===== config.mk =====
export PLATFORM = sky130hd
export DESIGN_NAME = irq_arbiter
export DESIGN_NICKNAME = d
export VERILOG_FILES = /design/src/irq_arb_pkg.sv /design/src/prio_select.sv /design/src/irq_arbiter.sv
export SDC_FILE = /design/constraint.sdc
export NUM_CORES = 1
export LEC_CHECK = 0
export ABC_AREA = 0
export BUFFER_PORTS_ARGS = -buffer_cell sky130_fd_sc_hd__clkbuf_2
export CORE_UTILIZATION = 36
export DETAILED_ROUTE_END_ITERATION = 12
export GPL_TIMING_DRIVEN = 1
export PLACE_DENSITY = 0.66
export SYNTH_ARGS = -nofsm -noshare
export SYNTH_HDL_FRONTEND = slang
export SYNTH_HIERARCHICAL = 1
export SYNTH_SLANG_ARGS = --single-unit

===== constraint.sdc =====
create_clock -name pclk -period 31.1 [get_ports pclk]
set_clock_uncertainty 0.2 [all_clocks]
set_input_delay 0 -clock pclk [delete_from_list [all_inputs] [get_ports pclk]]
set_output_delay 0 -clock pclk [all_outputs]
set_load 0.05 [all_outputs]

===== src/irq_arb_pkg.sv =====
// shared constants and types for the prioritized interrupt arbiter
`default_nettype none
package irq_arb_pkg;
	localparam int NUM_SRC = 18;
	localparam int ID_W    = 5;
	localparam int LVL_W   = 2;
	localparam int ADDR_W  = 8;
	localparam int VEC_W   = 16;

	// register byte offsets on the apb port
	localparam logic [ADDR_W-1:0] OFF_CTRL        = 8'h00;
	localparam logic [ADDR_W-1:0] OFF_ENABLE      = 8'h04;
	localparam logic [ADDR_W-1:0] OFF_PENDING     = 8'h08;
	localparam logic [ADDR_W-1:0] OFF_LSB_BASE    = 8'h0C;
	localparam logic [ADDR_W-1:0] OFF_LSB_FIRST   = 8'h10;
	localparam logic [ADDR_W-1:0] OFF_LSB_SECOND  = 8'h14;
	localparam logic [ADDR_W-1:0] OFF_MSB_BASE    = 8'h18;
	localparam logic [ADDR_W-1:0] OFF_MSB_FIRST   = 8'h1C;
	localparam logic [ADDR_W-1:0] OFF_MSB_SECOND  = 8'h20;
	localparam logic [ADDR_W-1:0] OFF_STATUS      = 8'h24;

	// field positions
	localparam int CTRL_GLOBAL_EN_BIT = 0;
	localparam int STAT_SVC_LSB       = 0;
	localparam int STAT_HOLD_BIT      = 4;
	localparam int STAT_STATE_LSB     = 8;
	localparam int STAT_ID_LSB        = 16;

	// reset values
	localparam logic        RST_GLOBAL_EN = 1'b0;
	localparam logic [17:0] RST_ENABLE    = 18'h00000;
	localparam logic [17:0] RST_PENDING   = 18'h00000;
	localparam logic [17:0] RST_PRIO      = 18'h00000;

	// timing counts in system clocks
	localparam int DETECT_CYCLES = 1;
	localparam int CALL_CYCLES   = 4;

	// handler entry addresses: base plus stride per source
	localparam logic [VEC_W-1:0] VEC_BASE   = 16'h0003;
	localparam logic [VEC_W-1:0] VEC_STRIDE = 16'h0008;

	typedef enum logic [1:0] {
		ST_IDLE   = 2'b00,
		ST_DETECT = 2'b01,
		ST_CALL   = 2'b10
	} arb_state_t;

	typedef struct packed {
		logic             valid;
		logic [ID_W-1:0]  id;
		logic [LVL_W-1:0] level;
	} winner_t;
endpackage
`default_nettype wire


===== src/prio_select.sv =====
// per-source level decode and fixed-order winner selection
`timescale 1ns/100ps
`default_nettype none
module prio_select
	import irq_arb_pkg::*;
(
	input  wire logic [NUM_SRC-1:0] req,
	input  wire logic [NUM_SRC-1:0] prio_lsb,
	input  wire logic [NUM_SRC-1:0] prio_msb,
	input  wire logic               clk,
	input  wire logic               rst_n,
	output winner_t                 win
);
	logic [LVL_W-1:0] lvl [NUM_SRC];

	// level is msb:lsb, so 00 lowest and 11 highest
	genvar g;
	generate
		for (g = 0; g < NUM_SRC; g++)
		begin : g_dec
			assign lvl[g] = {prio_msb[g], prio_lsb[g]};
		end
	endgenerate

	// scan from the top index down; >= lets the lower index win ties
	always_comb
	begin
		win = '0;
		for (int i = NUM_SRC - 1; i >= 0; i--)
		begin
			if (req[i] && (!win.valid || lvl[i] >= win.level))
			begin
				win.valid = 1'b1;
				win.id    = ID_W'(i);
				win.level = lvl[i];
			end
		end
	end

	// helper for checking: any request above the chosen level
	logic any_higher;
	always_comb
	begin
		any_higher = 1'b0;
		for (int i = 0; i < NUM_SRC; i++)
			if (req[i] && lvl[i] > win.level)
				any_higher = 1'b1;
	end

	property p_highest_wins;
		@(posedge clk) disable iff (!rst_n)
		win.valid |-> !any_higher && req[win.id];
	endproperty
	a_highest_wins: assert property (p_highest_wins)
		else $error("winner is not the highest pending level");

	property p_level_decode;
		@(posedge clk) disable iff (!rst_n)
		win.valid |-> win.level == {prio_msb[win.id], prio_lsb[win.id]};
	endproperty
	a_level_decode: assert property (p_level_decode)
		else $error("winner level does not match its priority bits");
endmodule // prio_select
`default_nettype wire


===== src/irq_arbiter.sv =====
// interrupt priority arbiter with apb registers and core sequencing
//
// How it works
// - eighteen sources, each with pending flag, vector
// - software-set pending flag vectors like hardware
// - level is msb:lsb, 00 lowest, 11 highest
// - low bits and high bits in separate registers
// - strictly higher level preempts running handler
// - highest-level handler is never preempted
// - reset puts all sources at level zero
// - equal levels resolved by fixed source order
// - pending requests sampled and decoded every clock
// - minimum response: detect one, call four clocks
// - after return, one instruction before next call
// - worst case eighteen clocks incl. return, divide
// - equal or lower waits for return plus one
// - on exit, highest pending request served next
`timescale 1ns/100ps
`default_nettype none
module irq_arbiter
	import irq_arb_pkg::*;
(
	input  wire logic               pclk,
	input  wire logic               presetn,
	input  wire logic               psel,
	input  wire logic               penable,
	input  wire logic               pwrite,
	input  wire logic [ADDR_W-1:0]  paddr,
	input  wire logic [31:0]        pwdata,
	output logic                    pready,
	output logic [31:0]             prdata,
	output logic                    pslverr,
	input  wire logic [NUM_SRC-1:0] src_event,
	input  wire logic               instr_end,
	input  wire logic               return_from_handler,
	output logic                    long_subroutine_call,
	output logic                    call_active,
	output logic [ID_W-1:0]         handler_id,
	output logic [LVL_W-1:0]        handler_level,
	output logic [VEC_W-1:0]        handler_addr
);
	logic               global_en;
	logic [NUM_SRC-1:0] enable;
	logic [NUM_SRC-1:0] pending;
	logic [NUM_SRC-1:0] prio_lsb;
	logic [NUM_SRC-1:0] prio_msb;
	logic [3:0]         in_service;
	logic               return_from_handler_hold;
	logic [2:0]         call_cnt;
	arb_state_t         state;
	winner_t            win;
	logic [LVL_W-1:0]   top_level;
	logic               allowed;
	logic               wr_en;
	logic               rd_setup;

	// a write lands at the access edge, reads are staged in setup
	assign wr_en    = psel && penable && pwrite && pready;
	assign rd_setup = psel && !penable;

	// apb answer: ready in every access phase, error on unmapped
	always_ff @(posedge pclk or negedge presetn)
	begin
		if (!presetn)
			pready <= 1'b0;
		else
			pready <= rd_setup;
	end

	always_ff @(posedge pclk or negedge presetn)
	begin
		if (!presetn)
		begin
			prdata  <= 32'h00000000;
			pslverr <= 1'b0;
		end
		else if (rd_setup)
		begin
			pslverr <= 1'b0;
			prdata  <= 32'h00000000;
			case (paddr)
				OFF_CTRL:       prdata[CTRL_GLOBAL_EN_BIT] <= global_en;
				OFF_ENABLE:     prdata[NUM_SRC-1:0] <= enable;
				OFF_PENDING:    prdata[NUM_SRC-1:0] <= pending;
				OFF_LSB_BASE:   prdata[7:0] <= prio_lsb[7:0];
				OFF_LSB_FIRST:  prdata[7:0] <= prio_lsb[15:8];
				OFF_LSB_SECOND: prdata[1:0] <= prio_lsb[17:16];
				OFF_MSB_BASE:   prdata[7:0] <= prio_msb[7:0];
				OFF_MSB_FIRST:  prdata[7:0] <= prio_msb[15:8];
				OFF_MSB_SECOND: prdata[1:0] <= prio_msb[17:16];
				OFF_STATUS:
				begin
					prdata[STAT_SVC_LSB +: 4]    <= in_service;
					prdata[STAT_HOLD_BIT]        <= return_from_handler_hold;
					prdata[STAT_STATE_LSB +: 2]  <= state;
					prdata[STAT_ID_LSB +: ID_W]  <= handler_id;
				end
				default:        pslverr <= 1'b1;
			endcase
		end
	end

	// control and enable registers
	always_ff @(posedge pclk or negedge presetn)
	begin
		if (!presetn)
		begin
			global_en <= RST_GLOBAL_EN;
			enable    <= RST_ENABLE;
		end
		else if (wr_en && paddr == OFF_CTRL)
			global_en <= pwdata[CTRL_GLOBAL_EN_BIT];
		else if (wr_en && paddr == OFF_ENABLE)
			enable <= pwdata[NUM_SRC-1:0];
	end

	// priority bits: low and high halves live in separate registers
	always_ff @(posedge pclk or negedge presetn)
	begin
		if (!presetn)
		begin
			prio_lsb <= RST_PRIO;
			prio_msb <= RST_PRIO;
		end
		else if (wr_en)
		begin
			case (paddr)
				OFF_LSB_BASE:   prio_lsb[7:0]   <= pwdata[7:0];
				OFF_LSB_FIRST:  prio_lsb[15:8]  <= pwdata[7:0];
				OFF_LSB_SECOND: prio_lsb[17:16] <= pwdata[1:0];
				OFF_MSB_BASE:   prio_msb[7:0]   <= pwdata[7:0];
				OFF_MSB_FIRST:  prio_msb[15:8]  <= pwdata[7:0];
				OFF_MSB_SECOND: prio_msb[17:16] <= pwdata[1:0];
				default:        prio_lsb <= prio_lsb;
			endcase
		end
	end

	// pending flags: a source event beats a same-cycle software clear;
	// writing a one sets the flag exactly as hardware would
	always_ff @(posedge pclk or negedge presetn)
	begin
		if (!presetn)
			pending <= RST_PENDING;
		else if (wr_en && paddr == OFF_PENDING)
			pending <= pwdata[NUM_SRC-1:0] | src_event;
		else
			pending <= pending | src_event;
	end

	// decode is combinational on the live flags, so every clock counts
	prio_select u_select (
		.req      (pending & enable & {NUM_SRC{global_en}}),
		.prio_lsb (prio_lsb),
		.prio_msb (prio_msb),
		.clk      (pclk),
		.rst_n    (presetn),
		.win      (win)
	);

	// level of the innermost running handler
	always_comb
	begin
		top_level = 2'b00;
		for (int l = 0; l < 4; l++)
			if (in_service[l])
				top_level = LVL_W'(l);
	end

	// a request may start only above the running level and never in
	// the return cycle; the call then waits for the next boundary, so
	// at least the one instruction after a return completes first
	assign allowed = win.valid && !return_from_handler &&
		(in_service == 4'h0 || win.level > top_level);

	// return hold flag: marks the instruction that follows a return
	always_ff @(posedge pclk or negedge presetn)
	begin
		if (!presetn)
			return_from_handler_hold <= 1'b0;
		else if (return_from_handler)
			return_from_handler_hold <= 1'b1;
		else if (instr_end)
			return_from_handler_hold <= 1'b0;
	end

	// sequencer: detect until the next instruction boundary, then the four-clock call
	always_ff @(posedge pclk or negedge presetn)
	begin
		if (!presetn)
		begin
			state    <= ST_IDLE;
			call_cnt <= 3'h0;
		end
		else
		begin
			case (state)
				ST_IDLE:
					if (allowed)
						state <= ST_DETECT;
				ST_DETECT:
					if (!allowed)
						state <= ST_IDLE;
					else if (instr_end)
					begin
						state    <= ST_CALL;
						call_cnt <= 3'(CALL_CYCLES - 1);
					end
				ST_CALL:
					if (call_cnt == 3'h0)
						state <= ST_IDLE;
					else
						call_cnt <= call_cnt - 3'h1;
				default:
					state <= ST_IDLE;
			endcase
		end
	end

	// latch the winner as the call begins; a later rival waits
	always_ff @(posedge pclk or negedge presetn)
	begin
		if (!presetn)
		begin
			handler_id    <= '0;
			handler_level <= '0;
			handler_addr  <= VEC_BASE;
		end
		else if (state == ST_DETECT && allowed && instr_end)
		begin
			handler_id    <= win.id;
			handler_level <= win.level;
			handler_addr  <= VEC_W'(VEC_BASE +
				VEC_W'(win.id) * VEC_STRIDE);
		end
	end

	// call strobe and call window outputs
	always_ff @(posedge pclk or negedge presetn)
	begin
		if (!presetn)
		begin
			long_subroutine_call <= 1'b0;
			call_active          <= 1'b0;
		end
		else
		begin
			long_subroutine_call <= state == ST_DETECT && allowed &&
				instr_end;
			call_active <= (state == ST_DETECT && allowed && instr_end) ||
				(state == ST_CALL && call_cnt != 3'h0);
		end
	end

	// in-service levels: one bit per level, top bit cleared on return
	always_ff @(posedge pclk or negedge presetn)
	begin
		if (!presetn)
			in_service <= 4'h0;
		else if (state == ST_DETECT && allowed && instr_end)
			in_service[win.level] <= 1'b1;
		else if (return_from_handler)
			in_service[top_level] <= 1'b0;
	end

	// checks
	property p_call_length;
		@(posedge pclk) disable iff (!presetn)
		long_subroutine_call |-> call_active[*4] ##1 !call_active;
	endproperty
	a_call_length: assert property (p_call_length)
		else $error("handler call does not last four clocks");

	property p_detect_to_call;
		@(posedge pclk) disable iff (!presetn)
		state == ST_DETECT && allowed && instr_end
			|=> long_subroutine_call && state == ST_CALL;
	endproperty
	a_detect_to_call: assert property (p_detect_to_call)
		else $error("call did not follow the detect clock");

	property p_after_return;
		@(posedge pclk) disable iff (!presetn)
		return_from_handler |=> return_from_handler_hold && !long_subroutine_call;
	endproperty
	a_after_return: assert property (p_after_return)
		else $error("call started before the following instruction");

	property p_top_locked;
		@(posedge pclk) disable iff (!presetn)
		in_service[3] && state == ST_IDLE |=> state != ST_DETECT;
	endproperty
	a_top_locked: assert property (p_top_locked)
		else $error("level three handler was preempted");

	property p_strict_preempt;
		@(posedge pclk) disable iff (!presetn)
		long_subroutine_call && $past(in_service) != 4'h0
			|-> handler_level > $past(top_level);
	endproperty
	a_strict_preempt: assert property (p_strict_preempt)
		else $error("preemption by equal or lower level");

	property p_sw_set;
		@(posedge pclk) disable iff (!presetn)
		wr_en && paddr == OFF_PENDING
			|=> (pending & $past(pwdata[NUM_SRC-1:0])) ==
				$past(pwdata[NUM_SRC-1:0]);
	endproperty
	a_sw_set: assert property (p_sw_set)
		else $error("software write did not set pending flag");

	property p_event_wins;
		@(posedge pclk) disable iff (!presetn)
		|src_event |=> (pending & $past(src_event)) == $past(src_event);
	endproperty
	a_event_wins: assert property (p_event_wins)
		else $error("source event lost");

	property p_quick_start;
		@(posedge pclk) disable iff (!presetn)
		state == ST_IDLE && allowed |=> state == ST_DETECT;
	endproperty
	a_quick_start: assert property (p_quick_start)
		else $error("allowed request not detected next clock");

	c_top_call: cover property (@(posedge pclk) disable iff (!presetn)
		long_subroutine_call && handler_level == 2'b11);
	c_preempt: cover property (@(posedge pclk) disable iff (!presetn)
		long_subroutine_call && $past(in_service) != 4'h0);
	c_return_chain: cover property (@(posedge pclk) disable iff (!presetn)
		return_from_handler ##[1:20] long_subroutine_call);
endmodule // irq_arbiter
`default_nettype wire


== After elaboration in Yosys (flattened, before gate mapping) ==
Cells that the tools add are included.

* Add/subtract/negate cells: 2
* Magnitude comparators: 22
* Equal/unequal tests: 17
* Mux-type cells: 48
* Bitwise operators: 8
* Reductions and logical operators: 87

{| class="wikitable"
|+ Operators with widths
! kind !! count
|-
| two-way mux 8 bit || 18
|-
| bitwise AND 18 bit || 2
|-
| OR 18 bit || 2
|-
| >= comparator 2 bit || 17
|-
| == test 8 x 5 -> 1 bit, second input constant || 4
|-
| logical AND 1 bit || 31
|-
| case mux 3 bit (7 select lines) || 1
|-
| zero test 1 bit || 19
|-
| logical OR 1 bit || 19
|-
| two-way mux 18 bit || 1
|-
| case mux 2 bit (3 select lines) || 3
|-
| case mux 3 bit (6 select lines) || 1
|-
| == test 8 x 4 -> 1 bit, second input constant || 2
|-
| == test 8 x 6 -> 1 bit, second input constant || 2
|-
| AND reduction 2 bit || 7
|-
| two-way mux 2 bit || 6
|-
| two-way mux 3 bit || 4
|-
| case mux 6 bit (2 select lines) || 1
|-
| != test 2 bit, second input constant || 5
|-
| case mux 1 bit (10 select lines) || 1
|-
| OR reduction 10 bit || 1
|-
| adder 2 x 8 -> 9 bit, first input constant || 1
|-
| case mux 1 bit (9 select lines) || 1
|-
| == test 8 x 3 -> 1 bit, second input constant || 1
|-
| other kinds (23) || 34
|}

* Bits in registers: 131
* Output and inout port bits: 59
* Logic and storage cells: 205

== Depth between registers and ports, before layout ==
Gate-level depths: netlist of run 1.

* Depth in word-level cells: 77
* Mapped depth: 123

== Cells and area by module ==
The synthesis of run 1 kept the hierarchy.

{| class="wikitable"
|+ By module, submodules not included
! module !! instances !! cells each !! area each (µm²)
|-
| irq_arbiter || 1 || 503 || 5570.3
|-
| prio_select || 1 || 274 || 1884.3
|}

== Least setup slack after synthesis of run 1 ==
No wires, ideal clock.

* Kind: flip-flop to flip-flop
* Start point: register global_en
* End point: register in_service[2]
* Arrival time: 21.570 ns
* Data required time: 30.780 ns
* Slack: 9.210 ns
* Cell stages (with the launch flop): 117
* Buffers on the path: 1
* Path through: dfrtp_1 > clkbuf_1 > and3_1 > nand2_1 > ha_1 > and2_2 > a221o_1 > o21ai_0 > ha_1 > nand2b_1 > a211oi_4 > o221a_2 > a31oi_1 > ha_1 > nand2b_1 > a221oi_2 > o31ai_1 > o22ai_2 > [81 not listed] > a21oi_1 > nand2_1 > nand2_1 > o21ai_0 > o22ai_1 > ha_1 > nand2b_1 > a21oi_1 > o21ai_0 > nand2_1 > nor2_1 > a21oi_1 > ha_1 > nor2b_1 > o21ai_0 > a211o_1 > clkinv_1 > a31o_2

{| class="wikitable"
|+ RTL lines
! element !! RTL line !! text
|-
| start: declaration || irq_arbiter.sv:42 || <nowiki>logic global_en;</nowiki>
|-
| start signal: assignment || irq_arbiter.sv:112 || <nowiki>global_en <= pwdata[CTRL_GLOBAL_EN_BIT];</nowiki>
|-
| end signal: assignment || irq_arbiter.sv:259 || <nowiki>in_service <= 4'h0;</nowiki>
|-
| end signal: indexed assignment || irq_arbiter.sv:261 || <nowiki>in_service[win.level] <= 1'b1;</nowiki>
|-
| end signal: indexed assignment || irq_arbiter.sv:263 || <nowiki>in_service[top_level] <= 1'b0;</nowiki>
|-
| end: declaration || irq_arbiter.sv:47 || <nowiki>logic [3:0] in_service;</nowiki>
|}

==> metrics, run 1 <==
Post-Synthesis Cell Area between 7000 and 8000 µm²; Hold Path Class input pin to register; Comb pwr share a little under a tenth; htree depth 4; Area growth, synth to finish 25.1%; Final period util between 80% and 90%; cell row count 52; wire length per cell about 18 µm; Leak roughly 4.3 nW; Flop pwr share just under 40%; Clock Pin Slew Worst Setup and Hold Paths about 0.060 ns; first-pass GRT wire length approximately 35000 µm; RSZ-0062 raised after global routing false; Total Wirelength 22100 µm; Internal 0.286 mW; Net Sw Frac roughly 26%; Avg Vias per Cell 5.52; status finished, final reports clean; Iteration-0 DRC Markers about 500; commonest non-fill, non-tap cells in the layout nand2_1, dfrtp_1, clkbuf_2; Post-synth ARST share between 90% and 100%; pins over their slew limit 0; final antenna-violating net count 0; DIE AREA 21300 µm²; vias in the first global route between 6000 and 7000; crit start category register; CP Capture Type register; # setup viols final 0; Clk network pwr share between 50% and 60%; Port Buffers 87; clock latency on the worst-skew pair 0.42 ns; commonest non-fill, non-tap cell in the layout nand2_1; # IOs between 100 and 150; largest net degree at the start of global routing between 70 and 80; ys flop type dfrtp_1; initial antenna violation count 0; post-route setup TNS 0 ns; crit-path most repeated cell ha_1; buffers plus inverters on the worst setup path 2; Final min period 25.41 ns; Setup CP Type register to register; global router's overall resource usage 21.0%; DRC 0; pwr/cell area slightly above 40 nW/µm²; setup bufs post-CTS 0; Slew @ Worst Pin approximately 1.0 ns; Psw 0.100 mW; number of flops mapped to enable cells by yosys 0; #FFs+latches synth 115; Post-DP HPWL 15400 µm; TritonCTS clock tree built; post-synthesis sequential area ratio 38.6%; Slowest-stage cell, CP a211o_1; share of Yosys cell area claimed by the top area cell type about two fifths; Worst path max stage delay ~0.48 ns; Synth area leader dfrtp_1; Data arrival, critical path ~25 ns; count of different cell masters after synthesis between 80 and 90; grt total ovfl 0; fmax ~0.04 GHz; top cells by area, synth dfrtp_1, mux2_2, nand2_1; Die Y between 100 and 150 µm; Slew HR 33.0%; Final Hold Viols 0; Ys Warns 6; Pre-antenna DRT Iters 5; worst vdd ir 38.1 µV; layout cells sized above 1 about a quarter; total CTS buffers 17; largest fanout on the critical path 14; Syn Area/Cell approximately 9.6 µm²; clock buffer depth 2; Initial Util 36.7%; worst hold margin between 0.03 and 0.04 ns; # diodes 0; Req. time, crit path roughly 31 ns; Root Buffer clkbuf_16; GPL Wtd Cong 0.876; Die Wd about 150 µm; CP top delay family compound AO/OA/AOI/OAI gates; DR vias about 6700; core box area approximately 20000 µm²; Max Cap Viol 0; Cells after Synth roughly 780; CTS Sinks ~120; Layout Nets between 1000 and 1500
-- cell families (layout without fill, tap and decap cells) --
group | count (synthesis) | after routing | share of synthesized area [%]
AOI/OAI and AO/OA | 171 | 171 | 17.3
and+or+nand+nor | 293 | 293 | 20.3
other | 2 | 22 | 0.101
buffers and inverters | 89 | 237 | 6.31
DFF | 115 | 115 | 38.6
adders and majority gates | 32 | 32 | 5.29
muxes | 75 | 75 | 12.0
-- area by class of cell --
class	count	area, µm²
multi-input combinational	593	4180
fill	1955	11000
inverter	43	161
tap	270	338
clock inverter	11	126
sequential	115	2880
timing repair buffer	162	1180
clock buffer	21	460
-- cells in the mapped netlist, drive strengths merged (7+ instances only) --
master / number
a22oi: 11
buf: 38
o21ai: 34
nand3: 12
nor3: 14
nand2: 118
a21oi: 26
nand2b: 23
and3: 22
o21a: 7
a221oi: 16
mux2: 68
dfrtp: 115
nand3b: 18
clkbuf: 8
inv: 41
nor2: 50
ha: 29
a21o: 7
o22ai: 7
a211oi: 9
-- per-stage QoR --
| step | std cells | total power, mW | setup WS (ns) | utilization, % | cell area, µm² |
|---|---|---|---|---|---|
| 6_report | 1215 | 0.386 | 5.69 | 45.9 | 9320 |
| 5_1_grt | 1215 | 0.397 | 3.98 | 45.9 | 9320 |
| 4_1_cts | 1215 | 0.388 | 5.98 | 45.9 | 9320 |
| 3_5_place_dp | 1116 | 0.187 | 6.22 | 39.7 | 8060 |
| 3_3_place_gp | 1116 | 0.187 | 6.46 | 39.7 | 8060 |
| 2_1_floorplan | 797 | 0.177 | 9.21 | - | 7530 |
-- power groups by stage --
stage               Sequential, mW  Combinational (mW)  Clock (mW)
CTS                          0.153              0.0366       0.198
global route                 0.154              0.0390       0.204
finish                       0.153              0.0366       0.196
floorplan                    0.162              0.0152           0
global placement             0.156              0.0311           0
detailed placement           0.156              0.0312           0
-- sequential cells by signal (all words and copies together) (netlist names), 2 cells and up --
register,cells
prdata,21
state,2
handler_level,2
pending,18
in_service,4
prio_msb,18
call_cnt,3
handler_id,5
prio_lsb,18
enable,18
-- path summary, 6_finish.rpt --
kind | start | endpoint | slack [ns] | depth (start not counted)
min in group asynchronous | presetn | enable[12] | 0.46 | 4
max in group asynchronous | presetn | handler_id[2] | 29.25 | 4
worst max register to register | enable[17] | call_cnt[1] | 5.69 | 116
worst min register to register | prdata[20] | prdata[20] | 0.27 | 2
worst min-delay path | penable | prdata[18] | 0.04 | 5
worst max-delay path | enable[17] | call_cnt[1] | 5.69 | 116
-- worst min-delay path: stages --
cell      delay, ns
clkbuf_2       0.10
nand2b_1       0.13
buf_4          0.24
nand2_1        0.10
nand2_1        0.04
-- routing by layer --
metal,track usage [%],up-vias,part of all wire (%)
met1,28.8,3311,45
met4,6.95,0,2.2
met2,33.3,259,47
met5,0,-,0
li1,-,3110,-
met3,4.08,29,5.8
-- what timing repair did --
action | 4_1_cts | 5_1_grt
hold buffers | 67 | 0
gates resized for setup | 0 | 0
hold endpoints to repair | 129 | 0
Note: power is estimated with default switching activity, not from simulation.
==> inputs of run 2 (changes only) <==
ABC_AREA = 1   (was 0)
clock period = 24.3 ns   (was 31.1 ns; I/O delays follow)
==> run 2 against run 1 <==
Net effect:
- via count is 4.5% higher
- critical path depth is 12 higher
- synthesized cell count is 30% higher
- wire length is 7.5% lower
- sequential cell count stayed put
- design area is 0.35% higher
- critical endpoint is now state[0]
- largest cell class unchanged
==> metrics, run 2 <==
HP Start paddr[7]; Worst path max stage delay between 0.5 and 0.6 ns; Post-synth ARST share between 90% and 100%; number of flops mapped to enable cells by yosys 0; post-CTS resize count 0; # IOs between 100 and 150; CTS Sinks between 100 and 150; grt total ovfl 0; Setup CP Type register to register; Iteration-0 DRC Markers about 470; first-pass GRT wire length 33500 µm; DR vias between 7000 and 8000; Final Hold Viols 0; Final period util 75.1%; Post-Synthesis Cell Area ~7500 µm²; buffers plus inverters on the worst setup path 11; Leak roughly 4.7 nW; Total Wirelength between 20000 and 25000 µm; fmax approximately 0.055 GHz; count of different cell masters after synthesis 40; leading cell types by count after synthesis nand2_1, dfrtp_1, inv_1; Die Wd around 150 µm; htree depth 4; top cells by area, synth dfrtp_1, nand2_1, inv_1; Port Buffers slightly below 90; initial antenna violation count 0; post-route setup TNS 0 ns; Final min period about 18 ns; pwr/cell area around 56 nW/µm²; largest register by flop count prdata; GPL Wtd Cong 0.891; final antenna-violating net count 0; #FFs+latches synth between 100 and 150; Data arrival, critical path roughly 18 ns; commonest non-fill, non-tap cells in the layout nand2_1, dfrtp_1, inv_1; RSZ-0062 raised after global routing false; clock buffer depth 2; setup bufs post-CTS 0; Layout Nets roughly 1200; cell row count 52; vias in the first global route about 6700; status finished, final reports clean; Setup WS post-layout ~6.1 ns; DIE AREA about 21000 µm²; Post-DP HPWL approximately 14000 µm; Root Buffer clkbuf_16; core box area roughly 20000 µm²; CP Capture Type register; Req. time, crit path 24.40 ns; layout cells sized above 1 between 10% and 20%; Max Cap Viol 0; hold path endpoint prio_msb[16]; crit-path most repeated cell nand2_1; # setup viols final 0; clock latency on the worst-skew pair ~0.42 ns; global router's overall resource usage 19.8%; Syn Area/Cell approximately 7.4 µm²; Hold Crit Depth 6; reg-to-reg startpoint global_en; total CTS buffers 17; Avg Vias per Cell ~5; post-place setup slack ~6.2 ns; CP top delay family simple AND/OR/NAND/NOR gates; share of Yosys cell area claimed by the top area cell type between 30% and 40%; crit start category register; Ys Warns 6; path depth of the worst reg2reg path around 130; Clock Pin Slew Worst Setup and Hold Paths ~0.060 ns; Hold Path Class input pin to register; Slew HR between 40% and 50%; Synth area leader dfrtp_1; Slew @ Worst Pin about 0.9 ns; largest net degree at the start of global routing 70; ys flop type dfrtp_1; Area growth, synth to finish 24.9%; worst hold margin 0.0141 ns; # diodes 0; Die Y ~150 µm; Slowest-stage cell, CP dlygate4sd3_1; Largest register FFs 21; pins over their slew limit 0; wire length per cell around 14 µm; Initial Util between 30% and 40%; Pre-antenna DRT Iters 5; post-synthesis sequential area ratio approximately two fifths; internal reg-to-reg setup slack just over 6 ns; largest fanout on the critical path 7; DRC 0; Cells after Synth about 1000; count leader, synth nand2_1; FF-to-FF End state[0]; TritonCTS clock tree built; worst vdd ir 46.2 µV; commonest non-fill, non-tap cell in the layout nand2_1
run 2: through the flow:
stage / utilization (%) / area (µm²) / cells / power, mW
after detailed placement: 39.4 / 8000 / 1337 / 0.243
after CTS: 46.1 / 9360 / 1438 / 0.523
final: 46.1 / 9360 / 1438 / 0.520
after global routing: 46.1 / 9360 / 1438 / 0.535
after floorplan: - / 7560 / 1028 / 0.231
after global placement: 39.4 / 8000 / 1337 / 0.243
run 2: kinds of logic (layout without fill, tap and decap cells):
group           after synthesis  after routing  synth area share (%)
simple gates                518            518                  33.9
other cells                   2             22                 0.100
xor+xnor                      1              1                 0.117
flops                       115            115                  38.4
compound gates              169            169                  11.6
buf+inv                     174            314                  11.0
fa+ha+maj                    29             29                  4.85
run 2: routing by layer:
layer / up-vias / global-route usage [%] / share of wire, %
li1: 3505 / - / -
met1: 3262 / 26.0 / 44
met2: 217 / 32.4 / 47
met3: 25 / 3.84 / 6.3
met4: 0 / 6.98 / 2.5
met5: - / 0 / 0
run 2: worst max-delay path by stage:
stage | slack [ns] | endpoint | depth (start not counted) | start
after global placement | 6.57 | in_service[0] | 127 | global_en
after floorplan | 8.60 | in_service[0] | 133 | global_en
after CTS | 6.10 | in_service[0] | 127 | global_en
after detailed placement | 6.20 | in_service[0] | 127 | global_en
final | 6.05 | state[0] | 128 | global_en
after global routing | 4.02 | in_service[0] | 131 | global_en
run 2: worst min-delay path: cells and delay by family:
kind,cells,cell delay (ns)
and+or+nand+nor,3,0.35
buffers and inverters,2,0.14
AOI/OAI and AO/OA,1,0.09
run 2: timing repair:
action,CTS,global route
setup endpoints to repair,0,0
hold buffers,69,0
endpoints found under the hold margin,157,0
run 2: final cells by class:
type / count / area, µm²
clock inverters: 8 / 146
inverters: 124 / 468
multi-input cells: 739 / 3860
fillers: 1997 / 10900
well taps: 270 / 338
flip-flops and latches: 115 / 2880
clock buffers: 24 / 502
repair buffers: 158 / 1160
run 2: where the power goes:
part	total [mW]	leakage, nW	internal (mW)	switching (mW)
clock network	0.274	0.316	0.185	0.0890
logic	0.0500	2.94	0.0145	0.0354
registers	0.196	1.46	0.194	0.00192
